## config.mk

```make
export PLATFORM = sky130hd
export DESIGN_NAME = hcd_cpu_core
export DESIGN_NICKNAME = d
export VERILOG_FILES = /design/src/pkg/hcd_pkg.sv /design/src/hcd_op_decode.sv /design/src/hcd_cpu_core.sv
export SDC_FILE = /design/constraint.sdc
export NUM_CORES = 1
export LEC_CHECK = 0
export ABC_CLOCK_PERIOD_IN_PS = 8150
export BUFFER_PORTS_ARGS = -buffer_cell sky130_fd_sc_hd__buf_2
export CAP_MARGIN = 15
export CELL_PAD_IN_SITES_DETAIL_PLACEMENT = 1
export CELL_PAD_IN_SITES_GLOBAL_PLACEMENT = 2
export CORE_MARGIN = 2
export CORE_UTILIZATION = 25
export CTS_BUF_LIST = sky130_fd_sc_hd__clkbuf_4 sky130_fd_sc_hd__clkbuf_8
export CTS_CLUSTER_SIZE = 25
export DETAILED_ROUTE_END_ITERATION = 16
export PLACE_DENSITY = 0.68
export SETUP_SLACK_MARGIN = 0.4
export SYNTH_ARGS = -nofsm -noshare
export SYNTH_HDL_FRONTEND = slang
export SYNTH_SLANG_ARGS = --single-unit
```

## constraint.sdc

```tcl
create_clock -name clk -period 8.15 [get_ports clk]
set_clock_uncertainty 0.15 [all_clocks]
set_input_delay 0.815 -clock clk [delete_from_list [all_inputs] [get_ports clk]]
set_output_delay 0.815 -clock clk [all_outputs]
set_load 0.05 [all_outputs]
```

## src/pkg/hcd_pkg.sv

```systemverilog
// constants and types shared by the wait and bus cycle decoder core
// Notes on behaviour
// RQ1 - opcode 8F is wait: one byte, clears interrupt mask, halts, two or more cycles
// RQ2 - relative operand is a signed byte, -128..+127 from the next instruction
// RQ3 - direct operand is one byte; high address byte forced to zero
// RQ4 - bit number operand is 0..7 and selects one bit of the byte
// RQ5 - 8-bit index offset is unsigned added to index; 16-bit offset full width
// RQ6 - post-increment mode uses index as address, then increments the index
// RQ7 - stack 8-bit offset mode: address is stack pointer plus one byte
// RQ8 - stack 16-bit offset mode: address is stack pointer plus two bytes
// RQ9 - free cycle lasts one clock, needs no bus, and shows as a read
// RQ10 - program fetch reads next sequential byte and advances program counter
// RQ11 - push writes one stack byte, pop reads one, stack pointer follows
// RQ12 - vector read from top page, high byte first then low byte
// RQ13 - operand read or write moves exactly one byte
// RQ14 - prefix byte 9E selects the second opcode page for the next byte
// RQ15 - halted core resumes on unmasked interrupt via stacking and vector fetch
package hcd_pkg;
  // opcodes handled by this core
  localparam logic [7:0]  OPC_WAIT     = 8'h8F;
  localparam logic [7:0]  OPC_PAGE2    = 8'h9E;
  localparam logic [7:0]  OPC_BRANCH   = 8'h20;
  localparam logic [7:0]  OPC_CMP_PI   = 8'h71;
  localparam logic [7:0]  OPC_PULL_A   = 8'h86;
  localparam logic [7:0]  OPC_PUSH_A   = 8'h87;
  // accumulator family: low nibble picks load or store, high nibble the mode
  localparam logic [3:0]  LO_LOAD      = 4'h6;
  localparam logic [3:0]  LO_STORE     = 4'h7;
  localparam logic [3:0]  NIB_BITOP    = 4'h1;
  localparam logic [3:0]  NIB_IMM      = 4'hA;
  localparam logic [3:0]  NIB_DIR      = 4'hB;
  localparam logic [3:0]  NIB_EXT      = 4'hC;
  localparam logic [3:0]  NIB_OFF16    = 4'hD;
  localparam logic [3:0]  NIB_OFF8     = 4'hE;
  // vectors live in the top page
  localparam logic [7:0]  VEC_PAGE     = 8'hFF;
  localparam logic [15:0] VEC_RESET    = 16'hFFFE;
  localparam logic [15:0] VEC_IRQ      = 16'hFFFA;
  localparam logic [7:0]  ZERO_PAGE_HI = 8'h00;
  // reset values
  localparam logic [15:0] SP_RESET     = 16'h00FF;
  localparam logic [7:0]  FLAGS_RESET  = 8'h68;
  // condition flag bit positions
  localparam int          FLG_C        = 0;
  localparam int          FLG_Z        = 1;
  localparam int          FLG_N        = 2;
  localparam int          FLG_I        = 3;
  localparam int          FLG_V        = 7;
  // interrupt stacking pushes pcl, pch, x, a, flags
  localparam logic [2:0]  PUSH_LAST    = 3'h4;

  typedef enum logic [3:0] {
    MD_NONE, MD_IMMEDIATE, MD_DIRECT, MD_EXTENDED, MD_INDEXED, MD_INDEXED_OFF8,
    MD_INDEXED_OFF16, MD_INDEXED_POSTINC, MD_STACK_OFF8, MD_STACK_OFF16
  } hcd_mode_t;

  typedef enum logic [3:0] {
    OP_NOP, OP_LOAD, OP_STORE, OP_BIT_SET, OP_BIT_CLR, OP_BRANCH,
    OP_CMP_BRANCH, OP_PUSH, OP_PULL, OP_WAIT
  } hcd_op_t;

  typedef enum logic [2:0] {
    CYC_FREE, CYC_FETCH, CYC_READ, CYC_WRITE, CYC_PUSH, CYC_POP, CYC_VECTOR
  } hcd_cycle_t;

  typedef struct packed {
    hcd_op_t    op;
    hcd_mode_t  mode;
    logic [2:0] bitNum;
    logic [1:0] oprBytes;
  } hcd_decode_t;

  typedef struct packed {
    logic [15:0] addr;
    logic [7:0]  wdata;
    logic        write;
    hcd_cycle_t  cycle;
  } hcd_bus_t;
endpackage

```

## src/hcd_op_decode.sv

```systemverilog
// opcode decoder: instruction class, addressing mode and operand length
module hcd_op_decode (
  // opcode byte and page select
  input  wire logic [7:0]         opcode,
  input  wire logic               page2,
  // decoded instruction
  output hcd_pkg::hcd_decode_t    dec
);
  wire logic [3:0] hiNib   = opcode[7:4];
  wire logic [3:0] loNib   = opcode[3:0];
  wire logic       isLoad  = loNib == hcd_pkg::LO_LOAD;
  wire logic       isStore = loNib == hcd_pkg::LO_STORE;
  // second page only holds the stack offset forms of load and store
  wire logic       famPage2 = (hiNib == hcd_pkg::NIB_OFF16) || (hiNib == hcd_pkg::NIB_OFF8); // RQ14
  wire logic       famHiOk = page2 ? famPage2 : (hiNib >= hcd_pkg::NIB_IMM);
  wire logic       accFam  = famHiOk && (isLoad || (isStore && hiNib != hcd_pkg::NIB_IMM));
  wire logic       bitOp   = !page2 && hiNib == hcd_pkg::NIB_BITOP;
  wire logic       pg1     = !page2;

  // instruction class; unknown codes run as a one-cycle no-op
  wire hcd_pkg::hcd_op_t opSel =
    bitOp ? (opcode[0] ? hcd_pkg::OP_BIT_CLR : hcd_pkg::OP_BIT_SET) :
    accFam ? (isLoad ? hcd_pkg::OP_LOAD : hcd_pkg::OP_STORE) :
    (pg1 && opcode == hcd_pkg::OPC_BRANCH) ? hcd_pkg::OP_BRANCH :
    (pg1 && opcode == hcd_pkg::OPC_CMP_PI) ? hcd_pkg::OP_CMP_BRANCH :
    (pg1 && opcode == hcd_pkg::OPC_PUSH_A) ? hcd_pkg::OP_PUSH :
    (pg1 && opcode == hcd_pkg::OPC_PULL_A) ? hcd_pkg::OP_PULL :
    (pg1 && opcode == hcd_pkg::OPC_WAIT) ? hcd_pkg::OP_WAIT : hcd_pkg::OP_NOP; // RQ1

  // mode of the accumulator family from the high nibble
  wire hcd_pkg::hcd_mode_t modeAcc =
    hiNib == hcd_pkg::NIB_IMM ? hcd_pkg::MD_IMMEDIATE :
    hiNib == hcd_pkg::NIB_DIR ? hcd_pkg::MD_DIRECT :
    hiNib == hcd_pkg::NIB_EXT ? hcd_pkg::MD_EXTENDED :
    hiNib == hcd_pkg::NIB_OFF16 ? (page2 ? hcd_pkg::MD_STACK_OFF16 : hcd_pkg::MD_INDEXED_OFF16) : // RQ8
    hiNib == hcd_pkg::NIB_OFF8 ? (page2 ? hcd_pkg::MD_STACK_OFF8 : hcd_pkg::MD_INDEXED_OFF8) : // RQ7
    hcd_pkg::MD_INDEXED;

  wire hcd_pkg::hcd_mode_t modeSel =
    accFam ? modeAcc :
    bitOp ? hcd_pkg::MD_DIRECT :
    opSel == hcd_pkg::OP_CMP_BRANCH ? hcd_pkg::MD_INDEXED_POSTINC : hcd_pkg::MD_NONE; // RQ6

  // operand bytes after the opcode; a branch carries its one offset byte
  wire logic twoBytes = modeSel == hcd_pkg::MD_EXTENDED || modeSel == hcd_pkg::MD_INDEXED_OFF16 ||
                        modeSel == hcd_pkg::MD_STACK_OFF16;
  wire logic oneByte  = opSel == hcd_pkg::OP_BRANCH || opSel == hcd_pkg::OP_CMP_BRANCH ||
                        modeSel == hcd_pkg::MD_IMMEDIATE || modeSel == hcd_pkg::MD_DIRECT ||
                        modeSel == hcd_pkg::MD_INDEXED_OFF8 || modeSel == hcd_pkg::MD_STACK_OFF8;

  assign dec.op       = opSel;
  assign dec.mode     = modeSel;
  assign dec.bitNum   = opcode[3:1]; // RQ4
  assign dec.oprBytes = twoBytes ? 2'h2 : (oneByte ? 2'h1 : 2'h0);
endmodule

```

## src/hcd_cpu_core.sv

```systemverilog
// cpu bus cycle sequencer: fetch, operand modes, stack, vectors and wait
module hcd_cpu_core (
  // clock and reset
  input  wire logic               clk,
  input  wire logic               resetn,
  // system bus to program, data and stack memory
  output hcd_pkg::hcd_bus_t       busOut,
  input  wire logic [7:0]         busRdata,
  // interrupt request pin, asynchronous
  input  wire logic               irqPin,
  // status
  output logic                    halted,
  output logic                    intMask
);
  typedef enum logic [3:0] {
    ST_VEC_HI, ST_VEC_LO, ST_FETCH, ST_FETCH_P2, ST_OPR_HI, ST_OPR_LO, ST_READ,
    ST_WRITE, ST_BRANCH, ST_PUSH, ST_POP, ST_WAIT_FREE, ST_HALT, ST_INT_PUSH
  } hcd_state_t;

  hcd_state_t           state_reg, state_next;
  logic [15:0]          pc_reg, pc_next;
  logic [15:0]          sp_reg, sp_next;
  logic [15:0]          hx_reg, hx_next;
  logic [15:0]          opr_reg, opr_next;
  logic [7:0]           acc_reg, acc_next;
  logic [7:0]           condFlags_reg, condFlags_next;
  logic [7:0]           rdata_reg, rdata_next;
  logic [2:0]           pushCnt_reg, pushCnt_next;
  logic                 vecIrq_reg, vecIrq_next;
  logic                 irqMeta_reg, irqSync_reg;
  hcd_pkg::hcd_decode_t dec_reg, dec_next;
  hcd_pkg::hcd_decode_t decNow;

  // next state after the operand bytes; used after decode and after operands
  function automatic hcd_state_t execState(input hcd_pkg::hcd_decode_t d);
    hcd_state_t s;
    s = ST_FETCH;
    case (d.op)
      hcd_pkg::OP_LOAD: s = (d.mode == hcd_pkg::MD_IMMEDIATE) ? ST_FETCH : ST_READ;
      hcd_pkg::OP_STORE: s = ST_WRITE;
      hcd_pkg::OP_BIT_SET, hcd_pkg::OP_BIT_CLR, hcd_pkg::OP_CMP_BRANCH: s = ST_READ;
      hcd_pkg::OP_BRANCH: s = ST_BRANCH;
      hcd_pkg::OP_PUSH: s = ST_PUSH;
      hcd_pkg::OP_PULL: s = ST_POP;
      hcd_pkg::OP_WAIT: s = ST_WAIT_FREE;
      default: s = ST_FETCH;
    endcase
    return s;
  endfunction

  // state after an opcode byte, by number of operand bytes
  function automatic hcd_state_t afterOpcode(input hcd_pkg::hcd_decode_t d);
    return (d.oprBytes == 2'h2) ? ST_OPR_HI : (d.oprBytes == 2'h1) ? ST_OPR_LO : execState(d);
  endfunction

  // flag update of a load: n and z from data, v cleared
  function automatic logic [7:0] loadFlags(input logic [7:0] f, input logic [7:0] d);
    logic [7:0] r;
    r = f;
    r[hcd_pkg::FLG_N] = d[7];
    r[hcd_pkg::FLG_Z] = (d == 8'h00);
    r[hcd_pkg::FLG_V] = 1'b0;
    return r;
  endfunction

  // opcode decode straight off the read data during fetch
  hcd_op_decode u_decode (
    .opcode (busRdata),
    .page2  (state_reg == ST_FETCH_P2),
    .dec    (decNow)
  );

  // address arithmetic; one-byte operands leave opr_reg high byte at zero
  wire logic [15:0] off8    = {hcd_pkg::ZERO_PAGE_HI, opr_reg[7:0]}; // RQ3 RQ5
  wire logic [15:0] relOff  = {{8{opr_reg[7]}}, opr_reg[7:0]}; // RQ2
  wire logic [15:0] pcInc   = pc_reg + 16'h0001;
  wire logic [15:0] spInc   = sp_reg + 16'h0001;
  wire logic [15:0] spDec   = sp_reg - 16'h0001;
  wire logic [15:0] vecBase = vecIrq_reg ? hcd_pkg::VEC_IRQ : hcd_pkg::VEC_RESET;
  wire hcd_pkg::hcd_mode_t md = dec_reg.mode;
  wire logic [15:0] effAddr =
    md == hcd_pkg::MD_DIRECT ? off8 : // RQ3
    md == hcd_pkg::MD_EXTENDED ? opr_reg :
    md == hcd_pkg::MD_INDEXED_OFF8 ? hx_reg + off8 : // RQ5
    md == hcd_pkg::MD_INDEXED_OFF16 ? hx_reg + opr_reg : // RQ5
    md == hcd_pkg::MD_STACK_OFF8 ? sp_reg + off8 : // RQ7
    md == hcd_pkg::MD_STACK_OFF16 ? sp_reg + opr_reg : hx_reg; // RQ8 RQ6

  // interrupt is taken only between instructions and while unmasked
  wire logic intTake = irqSync_reg && !condFlags_reg[hcd_pkg::FLG_I];

  // write data: bit modify, store, and the interrupt stacking order
  wire logic [7:0]      bitMask = 8'h01 << dec_reg.bitNum; // RQ4
  wire logic [7:0]      modByte = (dec_reg.op == hcd_pkg::OP_BIT_SET) ? (rdata_reg | bitMask)
                                                                       : (rdata_reg & ~bitMask);
  wire logic            isBitOp = dec_reg.op == hcd_pkg::OP_BIT_SET || dec_reg.op == hcd_pkg::OP_BIT_CLR;
  wire logic [4:0][7:0] pushSeq = {condFlags_reg, acc_reg, hx_reg[7:0], pc_reg[15:8], pc_reg[7:0]};
  wire logic            stVec   = state_reg == ST_VEC_HI || state_reg == ST_VEC_LO;
  wire logic            stProg  = (state_reg == ST_FETCH && !intTake) || state_reg == ST_FETCH_P2 ||
                                  state_reg == ST_OPR_HI || state_reg == ST_OPR_LO;
  wire logic            stPush  = state_reg == ST_PUSH || state_reg == ST_INT_PUSH;

  // bus drive: free cycles present the program counter as a read
  assign busOut.cycle = stVec ? hcd_pkg::CYC_VECTOR : // RQ12
                        stProg ? hcd_pkg::CYC_FETCH : // RQ10
                        state_reg == ST_READ ? hcd_pkg::CYC_READ : // RQ13
                        state_reg == ST_WRITE ? hcd_pkg::CYC_WRITE : // RQ13
                        stPush ? hcd_pkg::CYC_PUSH : // RQ11
                        state_reg == ST_POP ? hcd_pkg::CYC_POP : hcd_pkg::CYC_FREE; // RQ9
  assign busOut.addr  = state_reg == ST_VEC_HI ? vecBase :
                        state_reg == ST_VEC_LO ? vecBase + 16'h0001 : // RQ12
                        (state_reg == ST_READ || state_reg == ST_WRITE) ? effAddr :
                        stPush ? sp_reg : // RQ11
                        state_reg == ST_POP ? spInc : pc_reg;
  assign busOut.wdata = state_reg == ST_INT_PUSH ? pushSeq[pushCnt_reg] :
                        (state_reg == ST_WRITE && isBitOp) ? modByte : acc_reg;
  assign busOut.write = state_reg == ST_WRITE || stPush; // RQ9
  assign halted       = state_reg == ST_HALT;
  assign intMask      = condFlags_reg[hcd_pkg::FLG_I];

  // sequencer next values
  always_comb begin
    state_next     = state_reg;
    pc_next        = pc_reg;
    sp_next        = sp_reg;
    hx_next        = hx_reg;
    opr_next       = opr_reg;
    acc_next       = acc_reg;
    condFlags_next = condFlags_reg;
    rdata_next     = rdata_reg;
    pushCnt_next   = pushCnt_reg;
    vecIrq_next    = vecIrq_reg;
    dec_next       = dec_reg;
    case (state_reg)
      ST_VEC_HI: begin
        pc_next    = {busRdata, pc_reg[7:0]}; // RQ12
        state_next = ST_VEC_LO;
      end
      ST_VEC_LO: begin
        pc_next    = {pc_reg[15:8], busRdata};
        state_next = ST_FETCH;
      end
      ST_FETCH: begin
        if (intTake) begin
          vecIrq_next  = 1'b1;
          pushCnt_next = 3'h0;
          state_next   = ST_INT_PUSH;
        end else begin
          pc_next    = pcInc; // RQ10
          dec_next   = decNow;
          opr_next   = 16'h0000;
          state_next = (busRdata == hcd_pkg::OPC_PAGE2) ? ST_FETCH_P2 : afterOpcode(decNow); // RQ14
        end
      end
      ST_FETCH_P2: begin
        pc_next    = pcInc;
        dec_next   = decNow;
        state_next = afterOpcode(decNow); // RQ14
      end
      ST_OPR_HI: begin
        pc_next    = pcInc;
        opr_next   = {busRdata, opr_reg[7:0]}; // RQ8
        state_next = ST_OPR_LO;
      end
      ST_OPR_LO: begin
        pc_next    = pcInc;
        opr_next   = {opr_reg[15:8], busRdata};
        state_next = execState(dec_reg);
        if (dec_reg.op == hcd_pkg::OP_LOAD && dec_reg.mode == hcd_pkg::MD_IMMEDIATE) begin
          acc_next       = busRdata;
          condFlags_next = loadFlags(condFlags_reg, busRdata);
        end
      end
      ST_READ: begin
        rdata_next = busRdata; // RQ13
        state_next = isBitOp ? ST_WRITE : ST_FETCH;
        if (dec_reg.op == hcd_pkg::OP_LOAD) begin
          acc_next       = busRdata;
          condFlags_next = loadFlags(condFlags_reg, busRdata);
        end
        if (dec_reg.op == hcd_pkg::OP_CMP_BRANCH) begin
          hx_next    = hx_reg + 16'h0001; // RQ6
          state_next = (busRdata == acc_reg) ? ST_BRANCH : ST_FETCH;
        end
      end
      ST_BRANCH: begin
        pc_next    = pc_reg + relOff; // RQ2
        state_next = ST_FETCH;
      end
      ST_PUSH: begin
        sp_next    = spDec; // RQ11
        state_next = ST_FETCH;
      end
      ST_POP: begin
        sp_next    = spInc; // RQ11
        acc_next   = busRdata;
        state_next = ST_FETCH;
      end
      ST_WAIT_FREE: begin
        condFlags_next[hcd_pkg::FLG_I] = 1'b0; // RQ1
        state_next = ST_HALT;
      end
      ST_HALT: begin
        if (intTake) begin
          vecIrq_next  = 1'b1; // RQ15
          pushCnt_next = 3'h0;
          state_next   = ST_INT_PUSH;
        end
      end
      ST_INT_PUSH: begin
        sp_next      = spDec;
        pushCnt_next = pushCnt_reg + 3'h1;
        if (pushCnt_reg == hcd_pkg::PUSH_LAST) begin
          condFlags_next[hcd_pkg::FLG_I] = 1'b1;
          state_next = ST_VEC_HI; // RQ15
        end
      end
      default: state_next = ST_FETCH;
    endcase
  end

  // architectural and sequencer registers; reset starts with the reset vector
  always_ff @(posedge clk) begin
    if (!resetn) begin
      state_reg     <= ST_VEC_HI;
      pc_reg        <= 16'h0000;
      sp_reg        <= hcd_pkg::SP_RESET;
      hx_reg        <= 16'h0000;
      opr_reg       <= 16'h0000;
      acc_reg       <= 8'h00;
      condFlags_reg <= hcd_pkg::FLAGS_RESET;
      rdata_reg     <= 8'h00;
      pushCnt_reg   <= 3'h0;
      vecIrq_reg    <= 1'b0;
      dec_reg       <= '0;
    end else begin
      state_reg     <= state_next;
      pc_reg        <= pc_next;
      sp_reg        <= sp_next;
      hx_reg        <= hx_next;
      opr_reg       <= opr_next;
      acc_reg       <= acc_next;
      condFlags_reg <= condFlags_next;
      rdata_reg     <= rdata_next;
      pushCnt_reg   <= pushCnt_next;
      vecIrq_reg    <= vecIrq_next;
      dec_reg       <= dec_next;
    end
  end

  // two-stage synchroniser; only the second stage feeds logic
  always_ff @(posedge clk) begin
    if (!resetn) begin
      irqMeta_reg <= 1'b0;
      irqSync_reg <= 1'b0;
    end else begin
      irqMeta_reg <= irqPin;
      irqSync_reg <= irqMeta_reg;
    end
  end
endmodule

```

# Word-level counts from Yosys, hierarchy flattened
# Index checks and enable logic that the tools add are counted.
# op_classes
bitwise	8
reduce_logical	61
add_sub_neg	11
shifts	1
mux	77
eq_ne	70
n_lt_le_gt_ge	2
# ops
op	n
16-bit 2-to-1 mux	13
4-bit 2-to-1 mux	24
16-bit one-hot mux with 5 select lines	1
4-bit == test, second input constant	19
4-bit by 3-bit == test with 1-bit output, second input constant	18
8-bit 2-to-1 mux	8
4-bit one-hot mux with 7 select lines	2
16-bit by 1-bit adder with 16-bit output, second input constant	3
16-bit adder	3
16-bit one-hot mux with 3 select lines	1
4-bit by 2-bit == test with 1-bit output, second input constant	10
3-bit 2-to-1 mux	13
4-bit one-hot mux with 9 select lines	1
16-bit by 8-bit adder with 16-bit output	2
8-bit == test, second input constant	4
16-bit one-hot mux with 2 select lines	1
13-bit one-hot mux with 2 select lines	1
8-bit binary-select mux with 3-bit select	1
4-bit by 1-bit == test with 1-bit output, second input constant	6
8-bit one-hot mux with 3 select lines	1
3-bit AND reduction	6
1-bit logical OR	17
16-bit by 1-bit subtractor with 16-bit output, second input constant	1
2-bit nonzero test	7
other kinds (34)	67
# totals
input_bits	11
register_bits	105
out_inout_bits	30
wordCells	248

# Depth between registers and ports, before layout
# Gate-level depths: netlist (run 1).
# logic_depth
depth_word	27
depth_mapped	16
mapped_depth_nobuf	15

# Cells and area by module
# Synthesis (run 1) repeated with hierarchy kept, for this count alone.
# hier_totals
cells_unflattened	1350
hier_area_um2	9874.5
# by_module_without_submodules
module	area_per_inst_um2	seq_area_each_um2	instances	cells_per_inst
hcd_cpu_core	9455.3	2082.0	1	1282
hcd_op_decode	419.2	0.0	1	68

# Least setup slack after synthesis (run 1)
# OpenSTA, ideal clock, no wires.
# synth_timing
path_type	register to output
startpoint	register hx_reg[0]
endpoint	output port busOut[26] in the netlist's numbering
path_buffers	0
stages_incl_launch_ff	11
arrival_ns	3.244
t_required_ns	7.185
slack_ns	3.941
cell_sequence	dfxtp_1 > ha_1 > inv_1 > fa_1 > nor2b_1 > o31ai_1 > a2111oi_0 > nor2_1 > a21oi_1 > o311ai_0 > o21ai_0
# synth_lines
element	line	source
start, declared	hcd_cpu_core.sv:23	logic [15:0] hx_reg, hx_next;
start signal, assigned	hcd_cpu_core.sv:240	hx_reg <= hx_next;
end, declared	hcd_cpu_core.sv:7	output hcd_pkg::hcd_bus_t busOut,

==> results of run 1 <==
## per-layer routing
layer	track usage [%]	routed length [um]	vias to the layer above
li1	-	-	4848
met1	29.37	19860	5178
met2	34.02	18950	204
met3	2.228	1351	29
met4	4.091	496	0
met5	0	0	-
## worst min-delay path: stages (launching register included)
cell,delay (ns)
dfxtp_1,0.32
nand2_1,0.05
a21oi_1,0.05
## worst min path at each step
stage                   end  slack, ns  cells past startpoint
6_report       rdata_reg[3]       0.31                      2
2_1_floorplan   irqSync_reg       0.26                      1
4_1_cts        rdata_reg[3]       0.32                      2
3_3_place_gp    irqSync_reg       0.28                      1
3_5_place_dp    irqSync_reg       0.30                      1
5_1_grt        rdata_reg[7]       0.34                      2
## through the flow
| stage | hold slack (ns) | utilization [%] |
|---|---|---|
| 6_report | 0.3107 | 27.39 |
| 5_1_grt | 0.3440 | 27.39 |
| 4_1_cts | 0.3151 | 27.39 |
| 3_5_place_dp | 0.2970 | 26.89 |
| 3_3_place_gp | 0.2763 | 26.89 |
| 2_1_floorplan | 0.2619 | - |
## cells in the mapped netlist (6+ instances only)
master	n	area, um^2
a211oi_1	21	157.7
a21o_1	6	45.04
a21oi_1	151	755.7
a221oi_1	11	96.34
a22oi_1	14	105.1
a31oi_1	21	131.4
and2_1	10	62.56
and3_1	29	181.4
clkbuf_1	81	304.0
dfxtp_1	104	2082
ha_1	50	625.6
inv_1	28	105.1
mux2i_1	24	240.2
mux4_2	8	180.2
nand2_1	158	593.1
nand2b_1	15	93.84
nand3_1	59	295.3
nand4_1	13	81.33
nor2_1	135	506.7
nor2b_1	14	87.58
nor3_1	40	200.2
nor3b_1	10	75.07
nor4_1	6	37.54
o211ai_1	15	112.6
o21a_1	8	60.06
o21ai_0	93	465.5
o21ai_1	10	50.05
o221ai_1	6	52.55
o22ai_1	8	50.05
o31ai_1	13	97.59
or2_2	6	37.54
or3_1	18	112.6
xnor2_1	43	376.6
xor2_1	36	315.3
## layout make-up
| type | instances | area [um^2] | share of cell area, % |
|---|---|---|---|
| clock inverters | 5 | 51.30 | 0.4984 |
| clock buffers | 10 | 137.6 | 1.337 |
| inverters | 29 | 108.9 | 1.057 |
| well taps | 511 | 639.4 | 6.211 |
| flip-flops and latches | 104 | 2082 | 20.23 |
| repair buffers | 52 | 290.3 | 2.820 |
| multi-input cells | 1124 | 6984 | 67.85 |
## kinds of logic after synthesis
| group | Yosys count | share of synthesized area, % |
|---|---|---|
| buf+inv | 121 | 4.988 |
| compound gates | 422 | 27.15 |
| mux | 32 | 4.411 |
| xor+xnor | 79 | 7.259 |
| flops | 104 | 21.84 |
| fa+ha+maj | 53 | 7.194 |
| simple gates | 538 | 27.16 |
## power breakdown
part / internal [mW] / switching, mW / leakage [nW]
registers: 0.570 / 0.179 / 0.843
clock network: 0.124 / 0.228 / 0.0897
logic: 0.314 / 0.712 / 2.92
==> metrics.md, run 1 <==
| Metric | Value |
|---|---|
| Syn_nets | 1413 |
| Flops & latches, synth | 104 |
| CTS Root Cell | clkbuf_8 |
| Fin nets | 1384 |
| RR Startpoint | state_reg[3] |
| Outcome | finished clean |
| CP max-delay cell | a2111oi_0 |
| Gp weighted congestion | 0.8726 |
| Dpl hpwl | 30680 um |
| Worst path depth | 12 |
| Post-route cell area | 10290 um^2 |
| Delay-heaviest family, CP | compound AO/OA/AOI/OAI gates |
| Endpoints failing setup | 0 |
| Avg WL per Cell | 22.16 um |
| Max_cap viols | 0 |
| Die W | 199.3 um |
| Worst path most repeated cell | o31ai_1 |
| WP buf/inv | 2 |
| Hold Crit Class | reg2reg |
| Layout area overhead | 7.994% |
| Origin of the worst min-delay path | rdata_reg[3] |
| Cells after Synth | 1349 |
| Syn_area_per_cell | 7.066 um^2 |
| Count of cell types in the netlist | 75 |
| Largest net degree at the start of global routing | 57 |
| Mapped cell area | 9532 um^2 |
| CP endpoint kind | output pin |
| Worst reg2reg endpoint | pc_reg[15] |
| I/O Buffers | 40 |
| Vias in the first global route | 10.19k |
| Peak VDD IR | 0.1230 mV |
| Share of post-route cells with drive strength above 1 | 7.251% |
| Initial DRC Count | 585 |
| Global-route wire length before repair | 62710 um |
| Clk buf depth | 2 |
| Setup WS post-layout | 3.443 ns |
| ANT cells | 0 |
| Via Count | 10.26k |
| Relative slew slack | 25.01% |
| Tcrit/Tclk final | 57.76% |
| Placed cell areas | 10100 um^2 |
| Worst slack, placed | 3.983 ns |
| Drc violations | 0 |
| Die Span Y | 199.3 um |
| CTS tree | built |
| Total wire length | 40660 um |
| GRT Util Overall | 20.76% |
| Worst-Skew Late Latency | 0.43 ns |
| Most common cell after layout, fill and taps aside | nand2_1 |
| Commonest non-fill, non-tap cells in the layout | nand2_1, a21oi_1, nor2_1, dfxtp_1, o21ai_0 |
| Crit-path max FO | 6 |
| Pre-antenna DRT Iters | 4 |
| Final Hold Vio Count | 0 |
| Flop2flop setup slack | 3.86 ns |
| CP Class | reg2out |
| H-tree level count | 3 |
| DRT antenna net count | 0 |
| Filler cells | 4646 |
| CTS Buf Count | 9 |
| Total power | 2.127 mW |
| FP Rows | 71 |
| Power per Cell Area | 206.7 nW/um^2 |
| Worst path required time | 7.18 ns |
| Placed cells | 1820 |
| Crit path time final | 4.707 ns |
| # IOs | 41 |
| Hold-fix buffers at CTS | 0 |
| WP data arrival | 3.74 ns |
| Starting Density | 25.37% |
| Setup tns final | 0 ns |
| Final Non-Filler Cells | 1835 |
| Async SR Flop Fraction | 0% |
| Worst Setup SP | hx_reg[0] |
| FF-to-FF path depth | 10 |
| Vias per cell | 5.591 |
| Core ar. | 37580 um^2 |
| Initial antenna violation count | 0 |
| Die area | 39700 um^2 |
| Overflow after GRT | 0 |
| CP max stage delay | 0.68 ns |
| Main synth FF type | dfxtp_1 |
| Seq/Total Area, Yosys | 21.84% |
| Post-CTS setup buffers | 0 |
| Capture point of the critical path | busOut[24] |
| Critical path launch point type | flip-flop |
| Leakage | 3.855 nW |
| Unrepaired setup endpoints after global routing | no |
| EDFF count, synth | 0 |
| Reg clk slew, reported paths | 0.12 ns |
| Post-CTS resize count | 0 |
| Worst-margin pin slew | 1.120 ns |
| Max-slew violation count | 0 |
| Max Clk Rate | 212.4 MHz |
| Sink Count | 104 |
| Crit-path cells | ha_1 > inv_1 > fa_1 > nor2b_1 > o31ai_1 > a2111oi_0 > o31a_1 > nor3_1 > o31ai_1 > a21oi_1 > o21ai_1 > buf_2 |
| Ys Warns | 0 |
(Power assumes the default switching activity.)
==> run 2, diff against run 1 <==
--- a/config.mk
+++ b/config.mk
@@ -5,7 +5,7 @@
 export SDC_FILE = /design/constraint.sdc
 export NUM_CORES = 1
 export LEC_CHECK = 0
-export ABC_CLOCK_PERIOD_IN_PS = 8150
+export ABC_CLOCK_PERIOD_IN_PS = 4200
 export BUFFER_PORTS_ARGS = -buffer_cell sky130_fd_sc_hd__buf_2
 export CAP_MARGIN = 15
 export CELL_PAD_IN_SITES_DETAIL_PLACEMENT = 1
@@ -15,7 +15,7 @@
 export CTS_BUF_LIST = sky130_fd_sc_hd__clkbuf_4 sky130_fd_sc_hd__clkbuf_8
 export CTS_CLUSTER_SIZE = 25
 export DETAILED_ROUTE_END_ITERATION = 16
-export PLACE_DENSITY = 0.68
+export PLACE_DENSITY = 0.71
 export SETUP_SLACK_MARGIN = 0.4
 export SYNTH_ARGS = -nofsm -noshare
 export SYNTH_HDL_FRONTEND = slang
==> constraint.sdc (replaced) <==
create_clock -name clk -period 4.2 [get_ports clk]
set_clock_uncertainty 0.15 [all_clocks]
set_input_delay 0.42 -clock clk [delete_from_list [all_inputs] [get_ports clk]]
set_output_delay 0.42 -clock clk [all_outputs]
set_load 0.05 [all_outputs]
==> metrics.md, run 2 (same netlist as run 1, synthesis figures left out) <==
| Metric | Value |
|---|---|
| Outcome | finished clean |
| Core ar. | 37580 um^2 (unchanged) |
| Vias in the first global route | 10.21k (+0.26%) |
| Int Pwr | 2.013 mW (+100%) |
| I/O Buffers | 40 (unchanged) |
| Critical path launch point type | flip-flop |
| Drc violations | 0 (unchanged) |
| Flop2flop setup slack | 0.75 ns (-3.11 ns) |
| Crit path time final | 3.760 ns |
| FP Rows | 71 (unchanged) |
| CTS Buf Count | 9 (unchanged) |
| CP max stage delay | 0.45 ns (-0.23 ns) |
| DRT antenna net count | 0 (unchanged) |
| CTS Root Cell | clkbuf_8 |
| RR Startpoint | state_reg[1] |
| Largest net degree at the start of global routing | 53 (-7.0%) |
| Hold Crit Endpoint | irqMeta_reg |
| Tcrit/Tclk final | 89.53% |
| Via Count | 10.33k (+0.71%) |
| GR Util met1 | 28.03% (-1.3 points) |
| Die Span Y | 199.3 um (unchanged) |
| Starting Density | 25.37% (unchanged) |
| Commonest non-fill, non-tap cells in the layout | nand2_1, a21oi_1, nor2_1, o21ai_0, dfxtp_1 |
| Initial antenna violation count | 3 (+3) |
| Die area | 39700 um^2 (unchanged) |
| Setup tns final | 0 ns (unchanged) |
| GRT Util Overall | 20.48% (-0.28 points) |
| Final Non-Filler Cells | 1864 (+1.6%) |
| Crit-path cells | ha_1 > or3_1 > a21oi_4 > o21ba_2 > nand2_1 > xor2_1 > a211oi_1 > o21ai_0 > o221ai_1 > buf_4 |
| Global-route wire length before repair | 61910 um (-1.3%) |
| Endpoints failing setup | 0 (unchanged) |
| Layout area overhead | 12.16% |
| Leakage | 4.041 nW (+4.8%) |
| Worst-Skew Late Latency | 0.41 ns (-0.02 ns) |
| Pre-antenna DRT Iters | 5 (+1) |
| Clk pwr share | 15.5% (-1.1 points) |
| Sequential Power Share | 33.3% (-1.9 points) |
| CTS tree | built |
| FF-to-FF path depth | 11 (+1) |
| Max-slew violation count | 0 (unchanged) |
| Final Hold Vio Count | 0 (unchanged) |
| Origin of the worst min-delay path | irqPin |
| ANT cells | 0 (unchanged) |
| Crit-path max FO | 5 (-1) |
| CP max-delay cell | dfxtp_2 |
| Max_cap viols | 0 (unchanged) |
| Hold path cells | 2 (unchanged) |
| Sink Count | 104 (unchanged) |
| Most common cell after layout, fill and taps aside | nand2_1 |
| Peak VDD IR | 0.1966 mV (+60%) |
| Worst slack, placed | 0.5908 ns (-3.392 ns) |
| Fin nets | 1413 (+2.1%) |
| Setup WS post-layout | 0.4397 ns (-3.003 ns) |
| Die W | 199.3 um (unchanged) |
| Dpl hpwl | 30890 um (+0.70%) |
| Avg WL per Cell | 21.88 um (-1.3%) |
| Sw Ratio | 52.00% (-0.63 points) |
| Vias per cell | 5.543 (-0.86%) |
| Comb power frac | 51.2% (+3.0 points) |
| Hold WS | 0.07250 ns (-0.2382 ns) |
| Gp weighted congestion | 0.9169 (+5.1%) |
| Relative slew slack | 28.91% (+3.9 points) |
| Worst-margin pin slew | 1.066 ns (-0.05355 ns) |
| Initial DRC Count | 619 (+5.8%) |
| Sw Pwr | 2.180 mW (+95%) |
| Worst path required time | 3.63 ns (-3.55 ns) |
| Hold-fix buffers at CTS | 0 (unchanged) |
| Hold Crit Class | in2reg |
| Clk buf depth | 2 (unchanged) |
| Share of post-route cells with drive strength above 1 | 12.12% (+4.9 points) |
| Total wire length | 40780 um (+0.28%) |
| GRT met2 Usage | 34.02% (unchanged) |
| # IOs | 41 (unchanged) |
| Most used routing layer in global routing | met2 |
| Reg clk slew, reported paths | 0.13 ns (about the same) |
| CP Class | reg2out |
| Placed cells | 1846 (+1.4%) |
| Filler cells | 4667 (+0.45%) |
| CP endpoint kind | output pin |
| WP data arrival | 3.19 ns (-0.55 ns) |
| Overflow after GRT | 0 (unchanged) |
| Unrepaired setup endpoints after global routing | yes |
| Worst reg2reg endpoint | pc_reg[15] |
| Grt met3 use | 2.481% (+0.25 points) |
| Power per Cell Area | 392.2 nW/um^2 (+90%) |
| Max Clk Rate | 265.9 MHz |
| H-tree level count | 3 (unchanged) |
==> run 2: cell types whose count changed in the layout (fill, tap and decap cells not counted), moves of 5 or more <==
cell,change
buf_4,+31
dfxtp_1,-19
dfxtp_2,+15
buf_2,-5
==> run 2: power by group through the flow <==
stage | Clock (mW) | Combinational (mW) | Sequential, mW
floorplan | 0 | 1.52 | 1.21
global placement | 0 | 2.07 | 1.41
detailed placement | 0 | 2.09 | 1.41
CTS | 0.673 | 2.11 | 1.38
global route | 0.698 | 2.32 | 1.40
finish | 0.649 | 2.15 | 1.40
==> run 2: final cells by class <==
class	instances	area, um^2	area share (%)
sequential	104	2116	19.79
tap	511	639.4	5.981
timing repair buffer	81	531.8	4.974
inverter	29	108.9	1.018
multi-input combinational	1124	7122	66.62
clock buffer	10	131.4	1.229
clock inverter	5	41.29	0.3862
==> run 2: worst max path at each step <==
| stage | from | end |
|---|---|---|
| 2_1_floorplan | hx_reg[0] | busOut[24] |
| 3_3_place_gp | hx_reg[0] | busOut[24] |
| 3_5_place_dp | sp_reg[3] | busOut[21] |
| 4_1_cts | hx_reg[6] | busOut[27] |
| 5_1_grt | md[3] | busOut[22] |
| 6_report | opr_reg[5] | busOut[23] |
==> run 2: critical path, delay by kind of cell (launching register included) <==
| family | cells | cell delay (ns) |
|---|---|---|
| DFF | 1 | 0.45 |
| adders and majority gates | 1 | 0.31 |
| buffers and inverters | 1 | 0.26 |
| and+or+nand+nor | 2 | 0.56 |
| xor gates and xnor gates | 1 | 0.09 |
| AOI/OAI and AO/OA | 5 | 1.11 |
==> run 2: repair_timing <==
item / CTS / global route
pin swaps: 5 / 8
endpoints found under the setup margin: 9 / 14
buffers inserted: 1 / 2
cloned: 0 / 0
gates resized for setup: 22 / 43
==> run 2: metrics by stage <==
step                      utilization [%]  instance area [um^2]  total power [mW]
after floorplan                         -                  9532             2.735
after global placement              27.40                 10290             3.484
after detailed placement            27.40                 10290             3.497
after CTS                           28.01                 10530             4.170
after global routing                28.45                 10690             4.424
final                               28.45                 10690             4.193
==> run 2: per-layer routing <==
metal | vias to the layer above | share of wire (%)
met5 | - | 0.032
met4 | 2 | 1.7
met3 | 45 | 4.6
met2 | 233 | 47
met1 | 5142 | 47
li1 | 4910 | -
==> run 3, diff against run 2 <==
--- a/config.mk
+++ b/config.mk
@@ -5,6 +5,7 @@
 export SDC_FILE = /design/constraint.sdc
 export NUM_CORES = 1
 export LEC_CHECK = 0
+export ABC_AREA = 1
 export ABC_CLOCK_PERIOD_IN_PS = 4200
 export BUFFER_PORTS_ARGS = -buffer_cell sky130_fd_sc_hd__buf_2
 export CAP_MARGIN = 15
@@ -15,7 +16,7 @@
 export CTS_BUF_LIST = sky130_fd_sc_hd__clkbuf_4 sky130_fd_sc_hd__clkbuf_8
 export CTS_CLUSTER_SIZE = 25
 export DETAILED_ROUTE_END_ITERATION = 16
-export PLACE_DENSITY = 0.71
+export PLACE_DENSITY = 0.74
 export SETUP_SLACK_MARGIN = 0.4
 export SYNTH_ARGS = -nofsm -noshare
 export SYNTH_HDL_FRONTEND = slang
==> metrics.md, run 3 <==
| Metric | Value |
|---|---|
| Outcome | finished clean |
| Max Clk Rate | 273.8 MHz (+3.0%) |
| Leakage | 4.731 nW (+17%) |
| Hold Crit Class | in2reg |
| FP Rows | 72 (+1.4%) |
| CTS tree | built |
| Commonest non-fill, non-tap cells in the layout | nand2_1, a21oi_1, inv_1, nor2_1, o21ai_0 |
| Vias in the first global route | 11.42k (+12%) |
| Origin of the worst min-delay path | busRdata[0] |
| Most frequent cell after synthesis | nand2_1 |
| Mapped cell area | 9854 um^2 (+3.4%) |
| Power per Cell Area | 385.7 nW/um^2 (-1.7%) |
| GRT Util Overall | 21.27% (+0.79 points) |
| Worst slack, placed | 0.8274 ns (+0.2366 ns) |
| Max-slew violation count | 0 (unchanged) |
| Most common cell after layout, fill and taps aside | nand2_1 |
| Crit-path max FO | 5 (unchanged) |
| CP endpoint kind | output pin |
| Crit path time final | 3.652 ns (-0.1086 ns) |
| ANT cells | 0 (unchanged) |
| DRT antenna net count | 0 (unchanged) |
| Via Count | 11.50k (+11%) |
| Die Span Y | 202.5 um (+1.6%) |
| Worst-margin pin slew | 0.8762 ns (-0.1902 ns) |
| Reg clk slew, reported paths | 0.13 ns (about the same) |
| Peak VDD IR | 0.2669 mV (+36%) |
| Endpoints failing setup | 0 (unchanged) |
| Hold path cells | 3 (+1) |
| H-tree level count | 3 (unchanged) |
| Fin nets | 1739 (+23%) |
| Hold Crit Endpoint | opr_reg[0] |
| Main synth FF type | dfxtp_1 |
| Dpl hpwl | 34090 um (+10%) |
| Layout area overhead | 10.98% |
| Setup WS post-layout | 0.5483 ns (+0.1086 ns) |
| Synth area leaders | dfxtp_1, nand2_1, a21oi_1 |
| Ys Warns | 0 (unchanged) |
| Global-route wire length before repair | 67540 um (+9.1%) |
| Pre-antenna DRT Iters | 5 (unchanged) |
| Count of cell types in the netlist | 51 (-32%) |
| Starting Density | 25.44% (+0.074 points) |
| Initial DRC Count | 747 (+21%) |
| EDFF count, synth | 0 (unchanged) |
| Setup tns final | 0 ns (unchanged) |
| Share of the synthesized area in the top cell type | 21.13% (-0.72 points) |
| Async SR Flop Fraction | 0% (unchanged) |
| Die W | 202.5 um (+1.6%) |
| Overflow after GRT | 0 (unchanged) |
| Syn_area_per_cell | 5.976 um^2 (-15%) |
| Largest net degree at the start of global routing | 71 (+34%) |
| Initial antenna violation count | 0 (-3) |
| Tcrit/Tclk final | 86.94% (-2.6 points) |
| Gp weighted congestion | 0.9033 (-1.5%) |
| Flop2flop setup slack | 0.90 ns (+0.15 ns) |
| Worst-Skew Late Latency | 0.45 ns (+0.04 ns) |
| Avg WL per Cell | 19.75 um (-9.7%) |
| Max_cap viols | 0 (unchanged) |
| RR Startpoint | state_reg[3] |
| Worst path required time | 3.63 ns (about the same) |
| Critical path launch point type | flip-flop |
| CTS Buf Count | 9 (unchanged) |
| Seq/Total Area, Yosys | 21.13% (-0.72 points) |
| Worst reg2reg endpoint | pc_reg[11] |
| Core ar. | 38740 um^2 (+3.1%) |
| Final Hold Vio Count | 0 (unchanged) |
| Unrepaired setup endpoints after global routing | yes |
| CP Class | reg2out |
| Filler cells | 5155 (+10%) |
| Sink Count | 104 (unchanged) |
| Largest area contributor in the synthesized netlist | dfxtp_1 |
| # IOs | 41 (unchanged) |
| Cells after Synth | 1649 (+22%) |
| FF-to-FF path depth | 19 (+8) |
| Share of post-route cells with drive strength above 1 | 10.06% (-2.1 points) |
| Commonest cells post-synth | nand2_1, a21oi_1, inv_1 |
| Flops & latches, synth | 104 (unchanged) |
| Total wire length | 43420 um (+6.5%) |
| Die area | 41020 um^2 (+3.3%) |
| I/O Buffers | 40 (unchanged) |
| Vias per cell | 5.232 (-5.6%) |
| Clk buf depth | 2 (unchanged) |
| Relative slew slack | 41.23% (+12 points) |
| Syn_nets | 1713 (+21%) |
| CTS Root Cell | clkbuf_8 |
| WP data arrival | 3.08 ns (-0.11 ns) |
| Drc violations | 0 (unchanged) |
[run 3: cell count changes in the layout (fill, tap and decap cells not counted), sizes merged, moves of 21 or more]
cell / previous run / this run
a21oi: 151 / 189
and3: 29 / 0
buf: 81 / 60
inv: 32 / 203
mux2i: 24 / 0
nand2: 158 / 389
nand3: 59 / 120
nor2: 136 / 176
o21ai: 103 / 157
xnor2: 43 / 8
[run 3: what timing repair did]
item,in CTS,in global routing
gates cloned,0,0
hold endpoints to repair,1,0
hold buffers,1,0
gates resized for setup,5,32
endpoints found under the setup margin,5,19
buffers inserted,0,2
[run 3: metal layers]
layer	global-route usage [%]	share of wire [%]	vias to the layer above
li1	-	-	5628
met1	29.78	49	5617
met2	34.61	46	220
met3	2.552	3.5	36
met4	5.266	2.0	0
met5	0	0	-
[run 3: area by class of cell]
class / instances / area [um^2] / area share [%]
clock buffers: 10 / 131.4 / 1.201
flip-flops and latches: 104 / 2097 / 19.17
well taps: 518 / 648.1 / 5.926
multi-input cells: 1294 / 6845 / 62.59
inverters: 204 / 769.5 / 7.036
clock inverters: 6 / 62.56 / 0.5720
repair buffers: 62 / 382.9 / 3.501
[run 3: kinds of logic (layout without fill, tap and decap cells)]
logic type      after synthesis  count (layout)  synth area share [%]
compound gates              449             449                 25.47
xor+xnor                     39              39                 3.466
fa+ha+maj                    53              53                 6.958
buf+inv                     251             282                 9.865
flops                       104             104                 21.13
simple gates                753             753                 33.11
[run 3: power breakdown]
group / total, mW / internal [mW] / leakage [nW] / switching, mW
sequential: 1.32 / 1.12 / 0.847 / 0.198
combinational: 2.21 / 0.577 / 3.78 / 1.63
clock: 0.696 / 0.239 / 0.0996 / 0.457
total: 4.22 / 1.94 / 4.73 / 2.28
[run 3: stage by stage]
stage	utilization [%]	hold slack, ns	std cells	cell area [um^2]	power (mW)
4_1_cts	28.01	0.2454	2196	10850	4.205
2_1_floorplan	-	0.2405	1649	9854	2.761
3_3_place_gp	27.46	0.2509	2179	10640	3.466
5_1_grt	28.23	0.2786	2198	10940	4.494
6_report	28.23	0.2676	2198	10940	4.219
3_5_place_dp	27.46	0.2526	2179	10640	3.494
[run 3: how the worst max path moves through the flow]
| stage | slack, ns | to | cells past startpoint | startpoint |
|---|---|---|---|---|
| global placement | 0.81 | busOut[26] | 15 | hx_reg[0] |
| finish | 0.55 | busOut[26] | 16 | hx_reg[0] |
| global route | 0.33 | busOut[22] | 14 | hx_reg[0] |
| floorplan | 1.18 | busOut[18] | 12 | opr_reg[0] |
| CTS | 0.38 | busOut[26] | 16 | hx_reg[0] |
| detailed placement | 0.83 | busOut[26] | 16 | hx_reg[0] |
[run 3: critical path, cell delays in order (launching register included)]
cell and delay (ns):
dfxtp_2 0.41, ha_2 0.26, inv_1 0.10, fa_1 0.45
nor3_1 0.22, nor2_1 0.07, inv_1 0.10, nand3_1 0.10
nand2_1 0.09, nand2_1 0.05, a31oi_1 0.28, nand2_1 0.09
nand2_1 0.07, nand2_1 0.05, nand2_1 0.07, nand2_1 0.04
buf_2 0.21
